==> src/ube_pkg.sv <==
// Constants, types and bus carriers shared by the boot entry design.
package ube_pkg;

	// ----------------------------------------------------------------
	// Register map, byte addresses on the AXI4-Lite bus.
	// ----------------------------------------------------------------
	localparam int          ADDR_W        = 18;
	localparam logic [17:0] CTRL_ADDR     = 18'h00000; // Handler enable, image.
	localparam logic [17:0] BAUD_ADDR     = 18'h00004; // Bit period in cycles, minus one.
	localparam logic [17:0] STATUS_ADDR   = 18'h00008; // State, W1C flags.
	localparam logic [17:0] RXDATA_ADDR   = 18'h0000C; // Pops the FIFO.
	localparam logic [17:0] TXDATA_ADDR   = 18'h00010; // Queues one byte.
	localparam logic [17:0] CMD_ADDR      = 18'h00014; // Last command.
	localparam logic [17:0] UNLOCK_ADDR   = 18'h00018; // data_unlock_key_reg.
	localparam logic [17:0] FCR2_ADDR     = 18'h0001C; // flash_control_two.
	localparam logic [17:0] NFCR2_ADDR    = 18'h00020; // Its complement.
	localparam logic [17:0] WDG_KEY_ADDR  = 18'h00024; // watchdog_key_reg.
	// The option bytes are given by word index, so their byte address is 4x.
	localparam logic [15:0] OPT_INDEX     = 16'h487E;
	localparam logic [15:0] NOPT_INDEX    = 16'h487F;
	localparam logic [17:0] OPT_ADDR      = {OPT_INDEX, 2'b00};
	localparam logic [17:0] NOPT_ADDR     = {NOPT_INDEX, 2'b00};

	// ----------------------------------------------------------------
	// Reset values, keys and option values.
	// ----------------------------------------------------------------
	localparam logic [7:0]  FCR2_RST      = 8'h00;
	localparam logic [7:0]  NFCR2_RST     = 8'hFF;
	localparam logic [7:0]  OPT_RST       = 8'h00;
	localparam logic [7:0]  NOPT_RST      = 8'h00;
	localparam logic [7:0]  UNLOCK_KEY1   = 8'hAE;
	localparam logic [7:0]  UNLOCK_KEY2   = 8'h56;
	localparam logic [7:0]  OPT_WR_SET    = 8'h80;
	localparam logic [7:0]  OPT_WR_CLR    = 8'h7F;
	localparam logic [7:0]  OPT_BOOT      = 8'h55;
	localparam logic [7:0]  NOPT_BOOT     = 8'hAA;
	localparam logic [7:0]  WDG_KEY1      = 8'hCC;
	localparam logic [7:0]  WDG_KEY2      = 8'h55;

	// ----------------------------------------------------------------
	// Link protocol bytes and timing.
	// ----------------------------------------------------------------
	localparam logic [7:0]  SYNC_BYTE     = 8'h7F;
	localparam logic [7:0]  ACK_BYTE      = 8'h79;
	localparam logic [7:0]  NACK_BYTE     = 8'h1F;
	localparam logic [7:0]  CMD_GET       = 8'h00;
	localparam logic [7:0]  CMD_READ      = 8'h11;
	localparam logic [7:0]  CMD_GO        = 8'h21;
	localparam logic [7:0]  CMD_WRITE     = 8'h31;
	localparam logic [7:0]  CMD_ERASE     = 8'h43;
	localparam logic [3:0]  FRAME_BITS    = 4'hB;
	localparam int          CLK_HZ        = 100_000_000;
	localparam int          BAUD_RST      = 115_200;
	localparam logic [15:0] BAUD_DIV_RST  = 16'(CLK_HZ / BAUD_RST);
	localparam int          FIFO_W        = 8;
	localparam int          FIFO_D        = 16;
	localparam logic [1:0]  RESP_OKAY     = 2'b00;
	localparam logic [1:0]  RESP_SLVERR   = 2'b10;

	// ----------------------------------------------------------------
	// Types.
	// ----------------------------------------------------------------
	typedef enum logic [3:0] {
		H_IDLE     = 4'h0,
		H_UNLOCK_A = 4'h1,
		H_UNLOCK_B = 4'h2,
		H_CR2      = 4'h3,
		H_FLASH_CONTROL_TWO_COMPLEMENT     = 4'h4,
		H_OPT      = 4'h5,
		H_NOPT     = 4'h6,
		H_KEY_A    = 4'h7,
		H_KEY_B    = 4'h8
	} ube_hstate_t;

	typedef enum logic [2:0] {
		RX_IDLE  = 3'h0,
		RX_START = 3'h1,
		RX_DATA  = 3'h2,
		RX_PAR   = 3'h3,
		RX_STOP  = 3'h4
	} ube_rxstate_t;

	typedef struct packed {
		logic        awvalid;
		logic [17:0] awaddr;
		logic        wvalid;
		logic [31:0] wdata;
		logic [3:0]  wstrb;
		logic        bready;
		logic        arvalid;
		logic [17:0] araddr;
		logic        rready;
	} ube_axil_req_t;

	typedef struct packed {
		logic        awready;
		logic        wready;
		logic        bvalid;
		logic [1:0]  bresp;
		logic        arready;
		logic        rvalid;
		logic [31:0] rdata;
		logic [1:0]  rresp;
	} ube_axil_resp_t;

endpackage

==> src/ube_boot_entry.sv <==
// Target-side boot entry handler, bootloader UART and AXI4-Lite registers.
//
// The AXI4-Lite register port was decided locally.
module ube_boot_entry (
	input  wire logic            aclk,
	input  wire logic            aresetn,
	input  wire ube_pkg::ube_axil_req_t axil_req,
	output ube_pkg::ube_axil_resp_t     axil_resp,
	input  wire logic            uart_rx_in,
	output logic                 uart_tx_out,
	input  wire logic            boot_force_irq_in,
	output logic                 watchdog_forced_reset,
	output logic                 boot_mode_out
);
	import ube_pkg::*;

	// ----------------------------------------------------------------
	// All state of the block except the FIFO's entries, pointers and level in one record.
	// ----------------------------------------------------------------
	typedef struct packed {
		ube_axil_resp_t axi;        // Registered bus answers.
		logic         aw_have;      // Write address held.
		logic [17:0]  awaddr;
		logic         w_have;       // Write data held.
		logic [31:0]  wdata;
		logic [3:0]   wstrb;
		logic [2:0]   irq_sync;     // Two sync stages plus edge history.
		logic [1:0]   rx_sync;      // Two sync stages for the RX pin.
		logic         handler_en;   // Interrupt pin enabled.
		logic         programmed;   // Flash holds an image.
		logic [15:0]  baud_div;     // Bit period in clocks, minus one.
		logic         unlock_arm;   // First unlock key seen.
		logic         unlocked;     // Data memory writable.
		logic [7:0]   cr2;
		logic [7:0]   flash_control_two_complement;
		logic [7:0]   opt;
		logic [7:0]   nopt;
		logic         opt_boot;     // Option pair latched at last forced reset.
		logic         wdg_arm;      // First watchdog key seen.
		logic         wdg_rst;      // Forced reset pulse.
		logic         boot_mode;
		ube_hstate_t  hst;
		ube_rxstate_t rst;
		logic [15:0]  rx_cnt;
		logic [2:0]   rx_bit;
		logic [7:0]   rx_sh;
		logic         rx_par;
		logic         pend;         // Payload byte waiting for the FIFO.
		logic [7:0]   pend_data;
		logic         synced;
		logic         sync_fail;
		logic         line_err;
		logic         overrun;
		logic         cmd_wait;     // Next byte is a command code.
		logic [7:0]   cmd;
		logic         cmd_known;
		logic         cmd_bad;
		logic         tx_busy;
		logic [15:0]  tx_cnt;
		logic [10:0]  tx_sh;
		logic [3:0]   tx_left;
		logic         tx_line;
		logic         ack_req;      // Hardware answer pending.
		logic [7:0]   ack_byte;
		logic         txq;          // Software byte pending.
		logic [7:0]   txq_data;
	} ube_st_t;

	ube_st_t     st;
	ube_st_t     next_st;
	logic        fifo_in_ready;
	logic        fifo_out_valid;
	logic [7:0]  fifo_out_data;
	logic        fifo_pop;

	// Recognised bootloader command codes.
	function automatic logic is_cmd(input logic [7:0] b);
		return b == CMD_GET || b == CMD_READ || b == CMD_GO ||
		       b == CMD_WRITE || b == CMD_ERASE;
	endfunction

	// Whether an address names a register.
	function automatic logic addr_ok(input logic [17:0] a);
		return a == CTRL_ADDR || a == BAUD_ADDR || a == STATUS_ADDR ||
		       a == RXDATA_ADDR || a == TXDATA_ADDR || a == CMD_ADDR ||
		       a == UNLOCK_ADDR || a == FCR2_ADDR || a == NFCR2_ADDR ||
		       a == WDG_KEY_ADDR || a == OPT_ADDR || a == NOPT_ADDR;
	endfunction

	// ----------------------------------------------------------------
	// Received payload buffer.
	// ----------------------------------------------------------------
	ube_fifo #(.W(FIFO_W), .D(FIFO_D)) u_fifo (
		.aclk      (aclk),
		.aresetn   (aresetn),
		.in_valid  (st.pend),
		.in_ready  (fifo_in_ready),
		.in_data   (st.pend_data),
		.out_valid (fifo_out_valid),
		.out_ready (fifo_pop),
		.out_data  (fifo_out_data)
	);

	// A read of the data register pops at the address handshake.
	assign fifo_pop = axil_req.arvalid && st.axi.arready &&
	                  axil_req.araddr == RXDATA_ADDR;

	assign axil_resp             = st.axi;
	assign uart_tx_out           = st.tx_line;
	assign watchdog_forced_reset = st.wdg_rst;
	assign boot_mode_out         = st.boot_mode;

	// ----------------------------------------------------------------
	// Next-state logic for bus, handler, receiver and transmitter.
	// ----------------------------------------------------------------
	always_comb begin
		logic        wr_en;
		logic [17:0] wr_addr;
		logic [31:0] wr_data;
		logic [31:0] m;
		logic        line;
		logic        got;
		logic [7:0]  b;
		logic [7:0]  d;
		wr_en   = 1'b0;
		wr_addr = '0;
		wr_data = '0;
		m       = {{8{st.wstrb[3]}}, {8{st.wstrb[2]}},
		           {8{st.wstrb[1]}}, {8{st.wstrb[0]}}};
		got     = 1'b0;
		b       = '0;
		d       = '0;
		next_st = st;
		next_st.wdg_rst  = 1'b0;
		// Pins enter through two flops before any logic reads them.
		next_st.irq_sync = {st.irq_sync[1:0], boot_force_irq_in};
		next_st.rx_sync  = {st.rx_sync[0], uart_rx_in};
		line = st.rx_sync[1];

		// Bus handshakes: address and data are taken in either order.
		if (axil_req.awvalid && st.axi.awready) begin
			next_st.aw_have = 1'b1;
			next_st.awaddr  = axil_req.awaddr;
		end
		if (axil_req.wvalid && st.axi.wready) begin
			next_st.w_have = 1'b1;
			next_st.wdata  = axil_req.wdata;
			next_st.wstrb  = axil_req.wstrb;
		end
		if (st.axi.bvalid && axil_req.bready) begin
			next_st.axi.bvalid = 1'b0;
		end
		// Bus writes wait while the handler owns the register port.
		if (st.aw_have && st.w_have && !st.axi.bvalid && st.hst == H_IDLE) begin
			wr_en   = 1'b1;
			wr_addr = st.awaddr;
			wr_data = st.wdata;
			next_st.aw_have    = 1'b0;
			next_st.w_have     = 1'b0;
			next_st.axi.bvalid = 1'b1;
			next_st.axi.bresp  = addr_ok(st.awaddr) ? RESP_OKAY : RESP_SLVERR;
		end else begin
			m = '1;
		end

		// Handler: a rising edge of the pin while enabled runs the sequence.
		unique case (st.hst)
			H_IDLE: begin
				if (st.irq_sync[1] && !st.irq_sync[2] && st.handler_en) begin
					next_st.hst = H_UNLOCK_A;
				end
			end
			H_UNLOCK_A: begin
				{wr_en, wr_addr, wr_data} = {1'b1, UNLOCK_ADDR, 24'h0, UNLOCK_KEY1};
				next_st.hst = H_UNLOCK_B;
			end
			H_UNLOCK_B: begin
				{wr_en, wr_addr, wr_data} = {1'b1, UNLOCK_ADDR, 24'h0, UNLOCK_KEY2};
				next_st.hst = H_CR2;
			end
			H_CR2: begin
				{wr_en, wr_addr, wr_data} = {1'b1, FCR2_ADDR, 24'h0, st.cr2 | OPT_WR_SET};
				next_st.hst = H_FLASH_CONTROL_TWO_COMPLEMENT;
			end
			H_FLASH_CONTROL_TWO_COMPLEMENT: begin
				{wr_en, wr_addr, wr_data} = {1'b1, NFCR2_ADDR, 24'h0, st.flash_control_two_complement & OPT_WR_CLR};
				next_st.hst = H_OPT;
			end
			H_OPT: begin
				{wr_en, wr_addr, wr_data} = {1'b1, OPT_ADDR, 24'h0, OPT_BOOT};
				next_st.hst = H_NOPT;
			end
			H_NOPT: begin
				{wr_en, wr_addr, wr_data} = {1'b1, NOPT_ADDR, 24'h0, NOPT_BOOT};
				next_st.hst = H_KEY_A;
			end
			H_KEY_A: begin
				{wr_en, wr_addr, wr_data} = {1'b1, WDG_KEY_ADDR, 24'h0, WDG_KEY1};
				next_st.hst = H_KEY_B;
			end
			H_KEY_B: begin
				{wr_en, wr_addr, wr_data} = {1'b1, WDG_KEY_ADDR, 24'h0, WDG_KEY2};
				next_st.hst = H_IDLE;
			end
			default: begin
				next_st.hst = H_IDLE;
			end
		endcase

		// Register writes; key registers only act on the right sequence.
		d = wr_data[7:0];
		if (wr_en && m[0]) begin
			unique case (wr_addr)
				CTRL_ADDR: begin
					next_st.handler_en = d[0];
					next_st.programmed = d[1];
				end
				STATUS_ADDR: begin
					// Write one to clear; hardware sets below still win.
					next_st.sync_fail = st.sync_fail & ~d[2];
					next_st.line_err  = st.line_err & ~d[3];
					next_st.overrun   = st.overrun & ~d[4];
				end
				TXDATA_ADDR: begin
					if (!st.txq) begin
						next_st.txq      = 1'b1;
						next_st.txq_data = d;
					end
				end
				CMD_ADDR: begin
					// Rearms command capture once the link has been synced.
					next_st.cmd_wait  = st.synced;
					next_st.cmd_known = 1'b0;
					next_st.cmd_bad   = 1'b0;
				end
				UNLOCK_ADDR: begin
					if (st.unlock_arm && d == UNLOCK_KEY2) begin
						next_st.unlocked = 1'b1;
					end
					next_st.unlock_arm = (d == UNLOCK_KEY1);
				end
				FCR2_ADDR:  next_st.cr2  = d;
				NFCR2_ADDR: next_st.flash_control_two_complement = d;
				WDG_KEY_ADDR: begin
					if (st.wdg_arm && d == WDG_KEY2) begin
						next_st.wdg_rst = 1'b1;
					end
					next_st.wdg_arm = (d == WDG_KEY1);
				end
				OPT_ADDR, NOPT_ADDR: begin
					// Options change only when unlocked and enabled.
					if (st.unlocked && st.cr2[7] && !st.flash_control_two_complement[7]) begin
						if (wr_addr == OPT_ADDR) begin
							next_st.opt = d;
						end else begin
							next_st.nopt = d;
						end
					end
				end
				default: begin
				end
			endcase
		end
		if (wr_en && wr_addr == BAUD_ADDR) begin
			next_st.baud_div = (st.baud_div & ~m[15:0]) | (wr_data[15:0] & m[15:0]);
		end

		// Bus reads; the status word shows the block's own state.
		if (st.axi.rvalid && axil_req.rready) begin
			next_st.axi.rvalid = 1'b0;
		end
		if (axil_req.arvalid && st.axi.arready) begin
			next_st.axi.rvalid = 1'b1;
			next_st.axi.rresp  = addr_ok(axil_req.araddr) ? RESP_OKAY : RESP_SLVERR;
			unique case (axil_req.araddr)
				CTRL_ADDR:    next_st.axi.rdata = {30'h0, st.programmed, st.handler_en};
				BAUD_ADDR:    next_st.axi.rdata = {16'h0, st.baud_div};
				STATUS_ADDR:  next_st.axi.rdata = {20'h0, fifo_out_valid, st.txq,
				                  st.tx_busy, st.unlocked, st.hst != H_IDLE,
				                  st.cmd_bad, st.cmd_known, st.overrun, st.line_err,
				                  st.sync_fail, st.synced, st.boot_mode};
				RXDATA_ADDR:  next_st.axi.rdata = {23'h0, fifo_out_valid, fifo_out_data};
				TXDATA_ADDR:  next_st.axi.rdata = {24'h0, st.txq_data};
				CMD_ADDR:     next_st.axi.rdata = {23'h0, st.cmd_wait, st.cmd};
				FCR2_ADDR:    next_st.axi.rdata = {24'h0, st.cr2};
				NFCR2_ADDR:   next_st.axi.rdata = {24'h0, st.flash_control_two_complement};
				OPT_ADDR:     next_st.axi.rdata = {24'h0, st.opt};
				NOPT_ADDR:    next_st.axi.rdata = {24'h0, st.nopt};
				default:      next_st.axi.rdata = '0;
			endcase
		end

		// Receiver: sample mid-bit; start, 8 data, even parity, stop.
		unique case (st.rst)
			RX_IDLE: begin
				if (!line) begin
					next_st.rst    = RX_START;
					next_st.rx_cnt = st.baud_div >> 1;
				end
			end
			RX_START, RX_DATA, RX_PAR, RX_STOP: begin
				next_st.rx_cnt = st.rx_cnt - 16'h0001;
				if (st.rx_cnt == 16'h0000) begin
					next_st.rx_cnt = st.baud_div;
					if (st.rst == RX_START) begin
						next_st.rst    = line ? RX_IDLE : RX_DATA;
						next_st.rx_bit = '0;
						next_st.rx_par = 1'b0;
					end else if (st.rst == RX_DATA) begin
						next_st.rx_sh  = {line, st.rx_sh[7:1]};
						next_st.rx_par = st.rx_par ^ line;
						next_st.rx_bit = st.rx_bit + 3'h1;
						if (st.rx_bit == 3'h7) begin
							next_st.rst = RX_PAR;
						end
					end else if (st.rst == RX_PAR) begin
						next_st.rx_par = st.rx_par ^ line;
						next_st.rst    = RX_STOP;
					end else begin
						next_st.rst = RX_IDLE;
						if (line && !st.rx_par) begin
							got = 1'b1;
						end else begin
							next_st.line_err = 1'b1;
						end
					end
				end
			end
			default: begin
				next_st.rst = RX_IDLE;
			end
		endcase

		// Session: sync first, then a command, then payload to the FIFO.
		b = st.rx_sh;
		if (st.pend && fifo_in_ready) begin
			next_st.pend = 1'b0;
		end
		if (got && st.boot_mode) begin
			if (!st.synced) begin
				if (b == SYNC_BYTE) begin
					next_st.synced   = 1'b1;
					next_st.cmd_wait = 1'b1;
					next_st.ack_req  = 1'b1;
					next_st.ack_byte = ACK_BYTE;
				end else begin
					// A wrong first byte sets sync_fail; commands are not captured until it is cleared.
					next_st.sync_fail = 1'b1;
				end
			end else if (st.cmd_wait && !st.sync_fail) begin
				next_st.cmd       = b;
				next_st.cmd_wait  = 1'b0;
				next_st.cmd_known = is_cmd(b);
				next_st.cmd_bad   = !is_cmd(b);
				next_st.ack_req   = 1'b1;
				next_st.ack_byte  = is_cmd(b) ? ACK_BYTE : NACK_BYTE;
			end else if (st.pend && !fifo_in_ready) begin
				next_st.overrun = 1'b1;
			end else begin
				// Block payload for either entry path goes the same way.
				next_st.pend      = 1'b1;
				next_st.pend_data = b;
			end
		end

		// Transmitter: hardware answers go before software bytes.
		if (!st.tx_busy) begin
			if (st.ack_req || st.txq) begin
				d = st.ack_req ? st.ack_byte : st.txq_data;
				next_st.tx_sh   = {1'b1, ^d, d, 1'b0};
				next_st.tx_busy = 1'b1;
				next_st.tx_left = FRAME_BITS;
				next_st.tx_cnt  = st.baud_div;
				if (st.ack_req) begin
					next_st.ack_req = 1'b0;
				end else begin
					next_st.txq = 1'b0;
				end
			end
		end else begin
			next_st.tx_cnt = st.tx_cnt - 16'h0001;
			if (st.tx_cnt == 16'h0000) begin
				next_st.tx_cnt  = st.baud_div;
				next_st.tx_sh   = {1'b1, st.tx_sh[10:1]};
				next_st.tx_left = st.tx_left - 4'h1;
				next_st.tx_busy = (st.tx_left != 4'h1);
			end
		end
		next_st.tx_line = next_st.tx_busy ? next_st.tx_sh[0] : 1'b1;

		// Forced reset: options written earlier take effect only now.
		if (st.wdg_rst) begin
			next_st.opt_boot   = (st.opt == OPT_BOOT) && (st.nopt == NOPT_BOOT);
			next_st.unlocked   = 1'b0;
			next_st.unlock_arm = 1'b0;
			next_st.wdg_arm    = 1'b0;
			next_st.cr2        = FCR2_RST;
			next_st.flash_control_two_complement       = NFCR2_RST;
			next_st.synced     = 1'b0;
			next_st.sync_fail  = 1'b0;
			next_st.cmd_wait   = 1'b0;
			next_st.hst        = H_IDLE;
		end
		// Blank flash or the boot option pair selects boot mode.
		next_st.boot_mode = !next_st.programmed || next_st.opt_boot;

		next_st.axi.awready = !next_st.aw_have && !next_st.axi.bvalid;
		next_st.axi.wready  = !next_st.w_have && !next_st.axi.bvalid;
		next_st.axi.arready = !next_st.axi.rvalid;
	end

	// Register the state; reset gives the blank, idle device.
	always_ff @(posedge aclk) begin
		if (!aresetn) begin
			st           <= '0;
			st.baud_div  <= BAUD_DIV_RST;
			st.cr2       <= FCR2_RST;
			st.flash_control_two_complement      <= NFCR2_RST;
			st.opt       <= OPT_RST;
			st.nopt      <= NOPT_RST;
			st.boot_mode <= 1'b1;
			st.irq_sync  <= '0;
			st.rx_sync   <= 2'b11;
			st.tx_line   <= 1'b1;
		end else begin
			st <= next_st;
		end
	end

endmodule

==> src/ube_fifo.sv <==
// Synchronous FIFO with valid and ready on both sides.
module ube_fifo #(
	parameter int W = 8,
	parameter int D = 16
) (
	input  wire logic         aclk,
	input  wire logic         aresetn,
	input  wire logic         in_valid,
	output logic              in_ready,
	input  wire logic [W-1:0] in_data,
	output logic              out_valid,
	input  wire logic         out_ready,
	output logic [W-1:0]      out_data
);
	import ube_pkg::*;

	localparam int PW = $clog2(D);

	// ----------------------------------------------------------------
	// State: storage, pointers and fill level.
	// ----------------------------------------------------------------
	typedef struct packed {
		logic [D-1:0][W-1:0] mem;   // Entries.
		logic [PW-1:0]       wr;    // Next slot to fill.
		logic [PW-1:0]       rd;    // Oldest slot.
		logic [PW:0]         level; // Entries held.
	} ube_fifo_st_t;

	ube_fifo_st_t st;
	ube_fifo_st_t next_st;
	logic         push;
	logic         pop;

	// Full and empty follow the level, so neither side ever overruns.
	assign in_ready  = (st.level != (PW+1)'(D));
	assign out_valid = (st.level != '0);
	assign out_data  = st.mem[st.rd];
	assign push      = in_valid && in_ready;
	assign pop       = out_valid && out_ready;

	// Pointer and level update; a push and a pop together keep the level.
	always_comb begin
		next_st = st;
		if (push) begin
			next_st.mem[st.wr] = in_data;
			next_st.wr         = st.wr + 1'b1;
		end
		if (pop) begin
			next_st.rd = st.rd + 1'b1;
		end
		next_st.level = st.level + (PW+1)'(push) - (PW+1)'(pop);
	end

	// Register the state.
	always_ff @(posedge aclk) begin
		if (!aresetn) begin
			st <= '0;
		end else begin
			st <= next_st;
		end
	end

endmodule

==> config.mk <==
export PLATFORM = sky130hd
export DESIGN_NAME = ube_boot_entry
export DESIGN_NICKNAME = d
export VERILOG_FILES = /design/src/ube_pkg.sv /design/src/ube_boot_entry.sv /design/src/ube_fifo.sv
export SDC_FILE = /design/constraint.sdc
export NUM_CORES = 1
export LEC_CHECK = 0
export BUFFER_PORTS_ARGS = -buffer_cell sky130_fd_sc_hd__clkbuf_2
export CELL_PAD_IN_SITES_DETAIL_PLACEMENT = 1
export CELL_PAD_IN_SITES_GLOBAL_PLACEMENT = 2
export CORE_MARGIN = 2
export CORE_UTILIZATION = 30
export CTS_BUF_LIST = sky130_fd_sc_hd__clkbuf_8
export CTS_CLUSTER_DIAMETER = 40
export DETAILED_ROUTE_END_ITERATION = 12
export PLACE_DENSITY_LB_ADDON = 0.1
export SYNTH_ARGS = -nofsm -noshare
export SYNTH_HDL_FRONTEND = slang
export SYNTH_SLANG_ARGS = --single-unit
==> constraint.sdc <==
create_clock -name aclk -period 4.3 [get_ports aclk]
set_input_delay 1.075 -clock aclk [delete_from_list [all_inputs] [get_ports aclk]]
set_output_delay 1.075 -clock aclk [all_outputs]
set_load 0.01 [all_outputs]
# Word-level counts from Yosys, hierarchy flattened
# Index checks and enable logic that the tools add are counted.
# op_classes
addsub	8
n_lt_le_gt_ge	3
eq_ne	64
n_mux	97
bitwise	17
reduce_logical	110
# op_table
cell	n
== test 18 x 5 -> 1 bit, second input constant	12
case mux 16 bit (10 select lines)	1
bitwise mux 128 bit	1
case mux 16 bit (7 select lines)	1
== test 18 x 17 -> 1 bit, second input constant	6
== test 18 x 6 -> 1 bit, second input constant	6
case mux 18 bit (6 select lines)	1
2-to-1 mux 32 bit	3
== test 18 x 4 -> 1 bit, second input constant	5
2-to-1 mux 9 bit	9
== test 18 x 3 -> 1 bit, second input constant	3
logical NOT 18 bit	3
== test 8 x 7 -> 1 bit, second input constant	5
2-to-1 mux 8 bit	5
2-to-1 mux 1 bit	39
2-to-1 mux 19 bit	2
2-to-1 mux 37 bit	1
2-to-1 mux 35 bit	1
2-to-1 mux 11 bit	3
AND 16 bit	2
binary-select mux 8 bit (select 4 bit)	1
demux 8 bit (select 4 bit)	1
logical NOT 16 bit	2
2-to-1 mux 16 bit	2
56 further kinds	184
# word_totals
regBits	409
input_bits	81
out_inout_bits	44
elab_cells	372

# Depth between registers and ports, before layout
# Gate-level depths: netlist of the first run.
# depth
depth_word	16
depth_mapped	15

# Modules after synthesis
# A second synthesis of the first run with hierarchy kept.
# hier_totals
hier_cells	2000
hier_area_um2	18142.4
# by_module_without_submodules
module	n_inst	cells_per_inst	area_per_inst_um2	seq_area_each_um2
ube_boot_entry	1	1411	11405.9	4544.4
ube_fifo	1	589	6736.5	2822.7

# Worst setup path before layout of the first run
# Ideal clock, no wire load.
# synth_timing
path_kind	input port to flip-flop
startpoint	input axil_req[10] (netlist bit)
endpoint	register u_fifo.st[4] (netlist bit)
setup_ps	132
arrival_time_ps	3278
required_ps	4168
setup_slack_ps	889
path_stages	13
path_cell_list	nor4_4 nand4_2 nor4_1 ha_1 inv_1 ha_1 inv_1 fa_1 inv_1 a21oi_1 nor2_1 or3_1 a21oi_1
# synth_between
elab_chain_cells	4
# synth_rtl
element	line	rtl
start, declared	ube_boot_entry.sv:7	input wire ube_pkg::ube_axil_req_t axil_req,
== test 18 x 4 -> 1 bit	ube_boot_entry.sv:106	axil_req.araddr == RXDATA_ADDR;
logical AND 1 bit	ube_boot_entry.sv:105	assign fifo_pop = axil_req.arvalid && st.axi.arready &&
logical AND 1 bit	ube_fifo.sv:39	assign pop = out_valid && out_ready;
via u_fifo.pop	ube_fifo.sv:32	logic pop;
subtractor 5 x 1 -> 5 bit	ube_fifo.sv:51	next_st.level = st.level + (PW+1)'(push) - (PW+1)'(pop);
end signal, assigned	ube_fifo.sv:59	st <= next_st;
end, declared	ube_fifo.sv:29	ube_fifo_st_t st;
# The timed path passes the listed nets, and every way through them passes these cells.
# A chain may end at the register's enable or synchronous reset.

# Worst setup path in the final report of the first run
# layout_timing
startpoint	register st[107] (netlist bit)
endpoint	register st[5] (netlist bit)
# layout_between
elab_chain_cells	6
elab_cells_between_ends	24
cone_classes	eq/ne: 9; mux: 7; reduce/logical: 8
# layout_rtl
element	line	rtl
start, declared	ube_boot_entry.sv:69	ube_st_t st;
start signal, assigned	ube_boot_entry.sv:426	st <= next_st;
logical NOT 4 bit	ube_boot_entry.sv:154	if (st.aw_have && st.w_have && !st.axi.bvalid && st.hst == H_IDLE) begin
logical AND 1 bit	ube_boot_entry.sv:154	
2-to-1 mux 18 bit / 2-to-1 mux 1 bit (equally long branches)	ube_boot_entry.sv:154	
case mux 18 bit (6 select lines) / 2-to-1 mux 1 bit (equally long branches)	ube_boot_entry.sv:167	unique case (st.hst)
== test 18 x 5 -> 1 bit / logical AND 1 bit (equally long branches)	ube_boot_entry.sv:213, ube_boot_entry.sv:212	
AND reduction 3 bit (no line)	-	
# Parallel ways exist; a longest one is shown, timed or not.

==> flow_summary.ini, run 1 <==
[setup_path]
worstPathMaxFanout = 18
reg2reg_from = st[107]
slowest_stage = dfxtp_1
crit_type = reg -> reg
reg2reg_depth = 6
start_kind = register
end_kind = register
path_depth = 6
arrival_ns = 3.74
r2r_end = st[5]
timing.critical_path.required_ns = 4.80
crit_buf_inv = 0
path_cells = xnor2_1 -> a221oi_1 -> nor4b_1 -> and4_1 -> mux2i_1 -> nor2_1
critPathTopFamily = simple AND/OR/NAND/NOR gates
ff2ff_setup_slack_ns = 1.06
crit_path_max_incr_delay_ns = 0.78

[synthesis]
synth_warnings = 0
synth_top_cell_by_area = dfxtp_1
netlist_instances = 1970
syn-cell-area_um2 = 17800
postSynthAreaPerCell_um2 = 9.04
seq_area_frac_synth_pct = 41.4
synth_cell_types = 88
synth_ff_type = dfxtp_1
synth_seq_cells = 368
synth.area.top_cells = dfxtp_1 (41%), mux2i_1 (11%), nor2_1 (5.8%), mux4_2 (4.7%), nand2_1 (4.4%)
synth_edf_count = 0
synth_top_area_share_pct = 41.4
async_flop_share_pct = 0

[placement]
gp_congestion = 0.792
post-place-ws_ns = 0.558
dp.final_hpwl_mm = 42.2
numPortBuffers = 88
dp.cells = 2709
placed_cell_area_um2 = 18700

[final_layout]
fillers = 6809
layout.nets = 2127
final_area_um2 = 20700
fin_cells = 2865
mostFrequentLayoutCell = dfxtp_1
layout-drive-gt1-share_pct = 16.8
multi_input_area_um2 = 9460
final_cell_mix = dfxtp_1 (366), nor2_1 (275), nand2_1 (209)
areaGrowthSynthToFinish_pct = 16.0
regArea_um2 = 7370

[grt]
grt_pass1_wl_mm = 94.0
track_usage_pct = 19.9
grt_max_degree = 167
overflow = 0
antenna_found_initial = 1
first_global_vias = 15700

[hold_path]
min_to = st[167]
hold_start = next_st[167]
hold_class = reg -> reg
min_path_cells = 1

[sta]
finalWorstSetupSlack_ns = 1.06
min_period_ns = 3.24
drv_slew = 0
fin_crit_sh_pct = 75.3
tightest_slew_ns = 1.20
setup_violations = 0
slew_headroom_pct = 19.3
rsz0062_at_grt = no
fin_setup_tns_ns = 0
hold_violations = 0
fin_skew_ns = 0.0240
fmax_mhz = 309

[job]
max-cap-violations = 0

[floorplanning]
fp-row-count = 89
die_w_um = 248
coreArea_um2 = 58800
io_pins = 125
start_util_pct = 30.3
die-area_um2 = 61300
die_h_um = 248

[cts]
clkTransAtPathRegs_ns = 0.05
post_cts_buffers = 0
cts_tree = built
clockBufferDepth = 3
clk-insertion-delay-late_ns = 0.66
hold_buffers = 0
ctsHtreeMaxLevel = 3
cts-buffers-inserted = 88
clkSinkCount = 368
root_buffer = clkbuf_8
cts.repair.resized = 0

[pwr]
power_leakage_nw = 8.62
ir_drop_mv = 0.276
power-per-cell-area_nw_per_um2 = 412

[route]
drt_first_iter_violations = 730
vias_per_cell = 5.18
first_pass_iters = 7
wl_per_cell_um = 20.9
drtAntennaViolNets = 0
wl_mm = 60.0
vias = 14800
drcViolationCount = 0

[run_status]
outcome = finished, final reports clean
==> cells by family (layout without fill, tap and decap cells) <==
group / Yosys count / after routing / synth area share (%)
simple gates: 739 / 739 / 20.2
flops: 368 / 368 / 41.4
compound gates: 355 / 355 / 13.7
mux: 234 / 234 / 15.8
buf+inv: 221 / 325 / 5.91
xor+xnor: 32 / 32 / 1.57
fa+ha+maj: 20 / 20 / 1.45
other cells: 1 / 19 / 0.0211
==> state kept, by name (all words and copies together) (netlist names) <==
signal                 cells
boot_mode_out              1
next_st                    3
uart_tx_out                1
axil_resp                 23
st                       198
u_fifo.st                141
watchdog_forced_reset      1
==> through the flow <==
stage / total power [W] / utilization (%) / hold slack [ns]
6_report: 0.00851 / 35.1 / 0.412
5_1_grt: 0.00890 / 35.1 / 0.428
4_1_cts: 0.00867 / 35.1 / 0.420
3_5_place_dp: 0.00404 / 31.8 / 0.407
3_3_place_gp: 0.00404 / 31.8 / 0.399
2_1_floorplan: 0.00389 / - / 0.386
==> cell type report <==
type	count	area share, %
repair buffers	126	3.63
clock buffers	105	7.00
flip-flops and latches	368	35.7
inverters	44	0.836
clock inverters	50	2.37
diodes	1	0.0121
well taps	773	4.68
multi-input cells	1398	45.8
==> synth_stat cells (7+ instances only) <==
master,number
a221oi_1,12
nand2_1,209
nand3b_1,8
dfxtp_1,368
mux2i_1,189
ha_1,19
and2_1,17
and3_1,8
nor4_4,7
a311oi_1,11
inv_1,44
nand2b_1,20
o21ai_0,53
nand4_1,19
a211oi_1,28
clkbuf_1,93
mux4_2,37
or3_1,7
nor4b_1,8
buf_2,19
or4_1,8
nor3_1,41
buf_1,17
xnor2_1,19
a22oi_1,24
o21a_1,10
a31oi_1,11
nand3_1,45
a21oi_1,105
nor2_1,275
a21o_1,7
nor2b_1,10
o211ai_1,8
xor2_1,13
a222oi_1,16
buf_4,43
mux2_2,8
nor3b_1,7
nor4_1,14
==> metal layers <==
layer / global-route usage (%) / share of wire [%] / up-vias
li1: - / - / 7111
met1: 24.5 / 45 / 7418
met3: 3.36 / 3.7 / 80
met4: 6.48 / 2.1 / 0
met5: 0 / 0 / -
met2: 35.0 / 49 / 223
==> where the power goes <==
part	switching [W]	internal (W)	leakage, nW
clock network	0.00173	0.00281	1.07
logic	0.000321	0.000153	4.58
registers	0.0000429	0.00345	2.97
==> worst max-delay path by stage <==
stage                 start           end
3_3_place_gp    axil_req[4]  u_fifo.st[4]
5_1_grt              st[34]        st[19]
3_5_place_dp    axil_req[9]  u_fifo.st[4]
2_1_floorplan  axil_req[10]  u_fifo.st[4]
4_1_cts             st[107]         st[5]
6_report            st[107]         st[5]
Note: power is estimated with default switching activity, not from simulation.
==> inputs of run 2 (changes only) <==
--- a/config.mk
+++ b/config.mk
@@ -5,6 +5,7 @@
 export SDC_FILE = /design/constraint.sdc
 export NUM_CORES = 1
 export LEC_CHECK = 0
+export ABC_AREA = 1
 export BUFFER_PORTS_ARGS = -buffer_cell sky130_fd_sc_hd__clkbuf_2
 export CELL_PAD_IN_SITES_DETAIL_PLACEMENT = 1
 export CELL_PAD_IN_SITES_GLOBAL_PLACEMENT = 2
==> constraint.sdc (replaced) <==
create_clock -name aclk -period 2.8 [get_ports aclk]
set_input_delay 0.7 -clock aclk [delete_from_list [all_inputs] [get_ports aclk]]
set_output_delay 0.7 -clock aclk [all_outputs]
set_load 0.01 [all_outputs]
==> run 2 against run 1 <==
Effect of this change: clock power increased by 54%; largest cell class unchanged; register-to-register slack worse by 0.88 ns; sequential share of layout area down 1.7 points; area after synthesis rose by 2.9%; routed wire length increased by 12%; die area is 2.9% higher; combinational power rose to 4.6 times the previous value; maximum frequency increased by 24%; hold slack worse by 0.20 ns; sequential power increased by 61%; utilization rose by 0.81 points.
==> flow_summary.ini, run 2 <==
[run_status]
outcome = finished, final reports clean

[cts]
clk-insertion-delay-late_ns = 0.69
cts_tree = built
cts-buffers-inserted = 84
root_buffer = clkbuf_8
clockBufferDepth = 3
clkSinkCount = 368
post_cts_buffers = 0
clkTransAtPathRegs_ns = 0.06
ctsHtreeMaxLevel = 3

[placement]
numPortBuffers = 88
gp_congestion = 0.818
dp.cells = 3433
post-place-ws_ns = -0.444
dp.final_hpwl_mm = 48.3

[route]
vias_per_cell = 4.93
wl_met2_mm = 31.6
wl_mm = 67.2
wl_met1_mm = 31.7
wl_per_cell_um = 18.7
drtAntennaViolNets = 0
first_pass_iters = 5
highest_layer = met4
drt_first_iter_violations = 762
wl_met3_mm = 2.11
drcViolationCount = 0
vias = 17700

[pwr]
power_leakage_nw = 8.90
power_w = 0.0148
clock_power_share_pct = 47.2
p_int_w = 0.0103
ir_drop_mv = 0.352
p_sw_share_pct = 30.3
p_switching_w = 0.00448
power-per-cell-area_nw_per_um2 = 682
p_seq_share_pct = 38.0
pwr-share-comb_pct = 14.9

[sta]
slew_headroom_pct = 34.6
rsz0062_at_grt = no
fmax_mhz = 382
fin_crit_sh_pct = 93.6
fin_setup_tns_ns = 0
min_period_ns = 2.62
setup_violations = 0
tightest_slew_ns = 0.979
drv_slew = 0
hold_violations = 0
finalWorstSetupSlack_ns = 0.179
fin_skew_ns = 0.0368

[synthesis]
synth_warnings = 0
synthAdderAreaFrac_pct = 1.41
synth_commonest_cells = nand2_1 (374), dfxtp_1 (368), o21ai_0 (309), nor2_1 (305), a21oi_1 (298)
synth_cell_types = 60
seq_area_frac_synth_pct = 40.2
netlist_instances = 2624
synth_compound_area_share_pct = 20.7
synth_top_cell_by_area = dfxtp_1
syn-cell-area_um2 = 18300
yosys.area_share.simple_pct = 25.0
synth.area.top_cells = dfxtp_1 (40%), o21ai_0 (8.4%), a21oi_1 (8.1%), nand2_1 (7.7%), nor2_1 (6.2%)
synth.most_common_cell = nand2_1
synth_mux_area_share_pct = 0
synth_ff_type = dfxtp_1
synth_top_family_by_area = simple AND/OR/NAND/NOR gates
postSynthAreaPerCell_um2 = 6.98
async_flop_share_pct = 0
synth_seq_cells = 368
synth_xor_area_share_pct = 1.39
synth_edf_count = 0
synth_top_area_share_pct = 40.2

[setup_path]
crit_type = reg -> reg
arrival_ns = 3.17
crit_start = u_fifo.st[3]
worstPathMaxFanout = 3
reg2reg_depth = 17
timing.critical_path.required_ns = 3.35
end_kind = register
start_kind = register
reg2reg_from = u_fifo.st[3]

[floorplanning]
die_h_um = 251
die_w_um = 251
fp-row-count = 90
die-area_um2 = 63100
start_util_pct = 30.4
coreArea_um2 = 60400
io_pins = 125

[final_layout]
fin_cells = 3590
final_cell_mix = nand2_1 (373), dfxtp_1 (365), o21ai_0 (307)
areaGrowthSynthToFinish_pct = 18.4
mostFrequentLayoutCell = nand2_1
regMostFlops = st
final_util_pct = 35.9
layout-drive-gt1-share_pct = 15.7
largest_reg_flops = 198
layout.nets = 2838

[job]
max-cap-violations = 0

[hold_path]
hold_class = in -> reg
hold_start = uart_rx_in
min_path_cells = 2

[grt]
overflow = 0
grt_max_degree = 102
track_usage_pct = 21.4
first_global_vias = 18100
antenna_found_initial = 1
grt_pass1_wl_mm = 105
## run 2: cell types whose count changed after synthesis, sizes merged, moves of 160 or more
cell,change
nand3,+160
a21oi,+196
o21ai,+268
inv,+264
mux2i,-189
nand2,+186
## run 2: metal layers
metal,track usage [%],vias up
met5,0,-
met2,35.6,256
li1,-,8875
met1,28.3,8460
met4,6.84,0
met3,3.23,116
## run 2: timing repair
action	in CTS	in global routing
endpoints found under the hold margin	0	0
setup endpoints to repair	1	4
gates cloned	0	0
hold buffers	0	0
gates resized for setup	1	9
## run 2: cells by family after synthesis
group / after synthesis
buffers and inverters: 487
DFF: 368
adders and majority gates: 20
AOI/OAI and AO/OA: 705
xor gates and xnor gates: 29
other: 1
and+or+nand+nor: 1014
## run 2: power groups by stage
stage | sequential (W) | clock [W] | combinational, W
2_1_floorplan | 0.00567 | 0 | 0.00156
3_3_place_gp | 0.00572 | 0 | 0.00216
3_5_place_dp | 0.00573 | 0 | 0.00221
4_1_cts | 0.00562 | 0.00719 | 0.00223
5_1_grt | 0.00565 | 0.00744 | 0.00253
6_report | 0.00562 | 0.00698 | 0.00220
## run 2: area by class of cell
type | instances | area [um2]
diodes | 1 | 2.50
clock buffers | 107 | 1470
clock inverters | 49 | 469
fillers | 7538 | 38700
inverters | 312 | 1170
multi-input cells | 1786 | 9000
flip-flops and latches | 368 | 7370
well taps | 782 | 978
repair buffers | 185 | 1220
## run 2: final timing paths
| kind | endpoint | slack (ns) |
|---|---|---|
| worst min-delay path | next_st[167] | 0.21 |
| worst max register to register | u_fifo.st[4] | 0.18 |
| worst min register to register | st[167] | 0.41 |
| worst max-delay path | u_fifo.st[4] | 0.18 |
## run 2: stage by stage
| step | instance area, um2 | hold WS [ns] |
|---|---|---|
| after floorplan | 18400 | 0.390 |
| after global placement | 19700 | 0.402 |
| after detailed placement | 19700 | 0.405 |
| after CTS | 21700 | 0.160 |
| after global routing | 21700 | 0.186 |
| final | 21700 | 0.215 |
## run 2: critical path: stages, from the launching register on
cell and delay (ns):
dfxtp_1 0.32, inv_1 0.09, ha_2 0.19, nand3_1 0.08, nor2_1 0.10, buf_4 0.15
inv_2 0.07, nand3_4 0.12, inv_2 0.05, ha_1 0.28, inv_1 0.07, ha_2 0.19
inv_1 0.06, fa_2 0.36, o21ai_2 0.13, a21oi_1 0.09, o21ai_1 0.12, a21oi_1 0.05
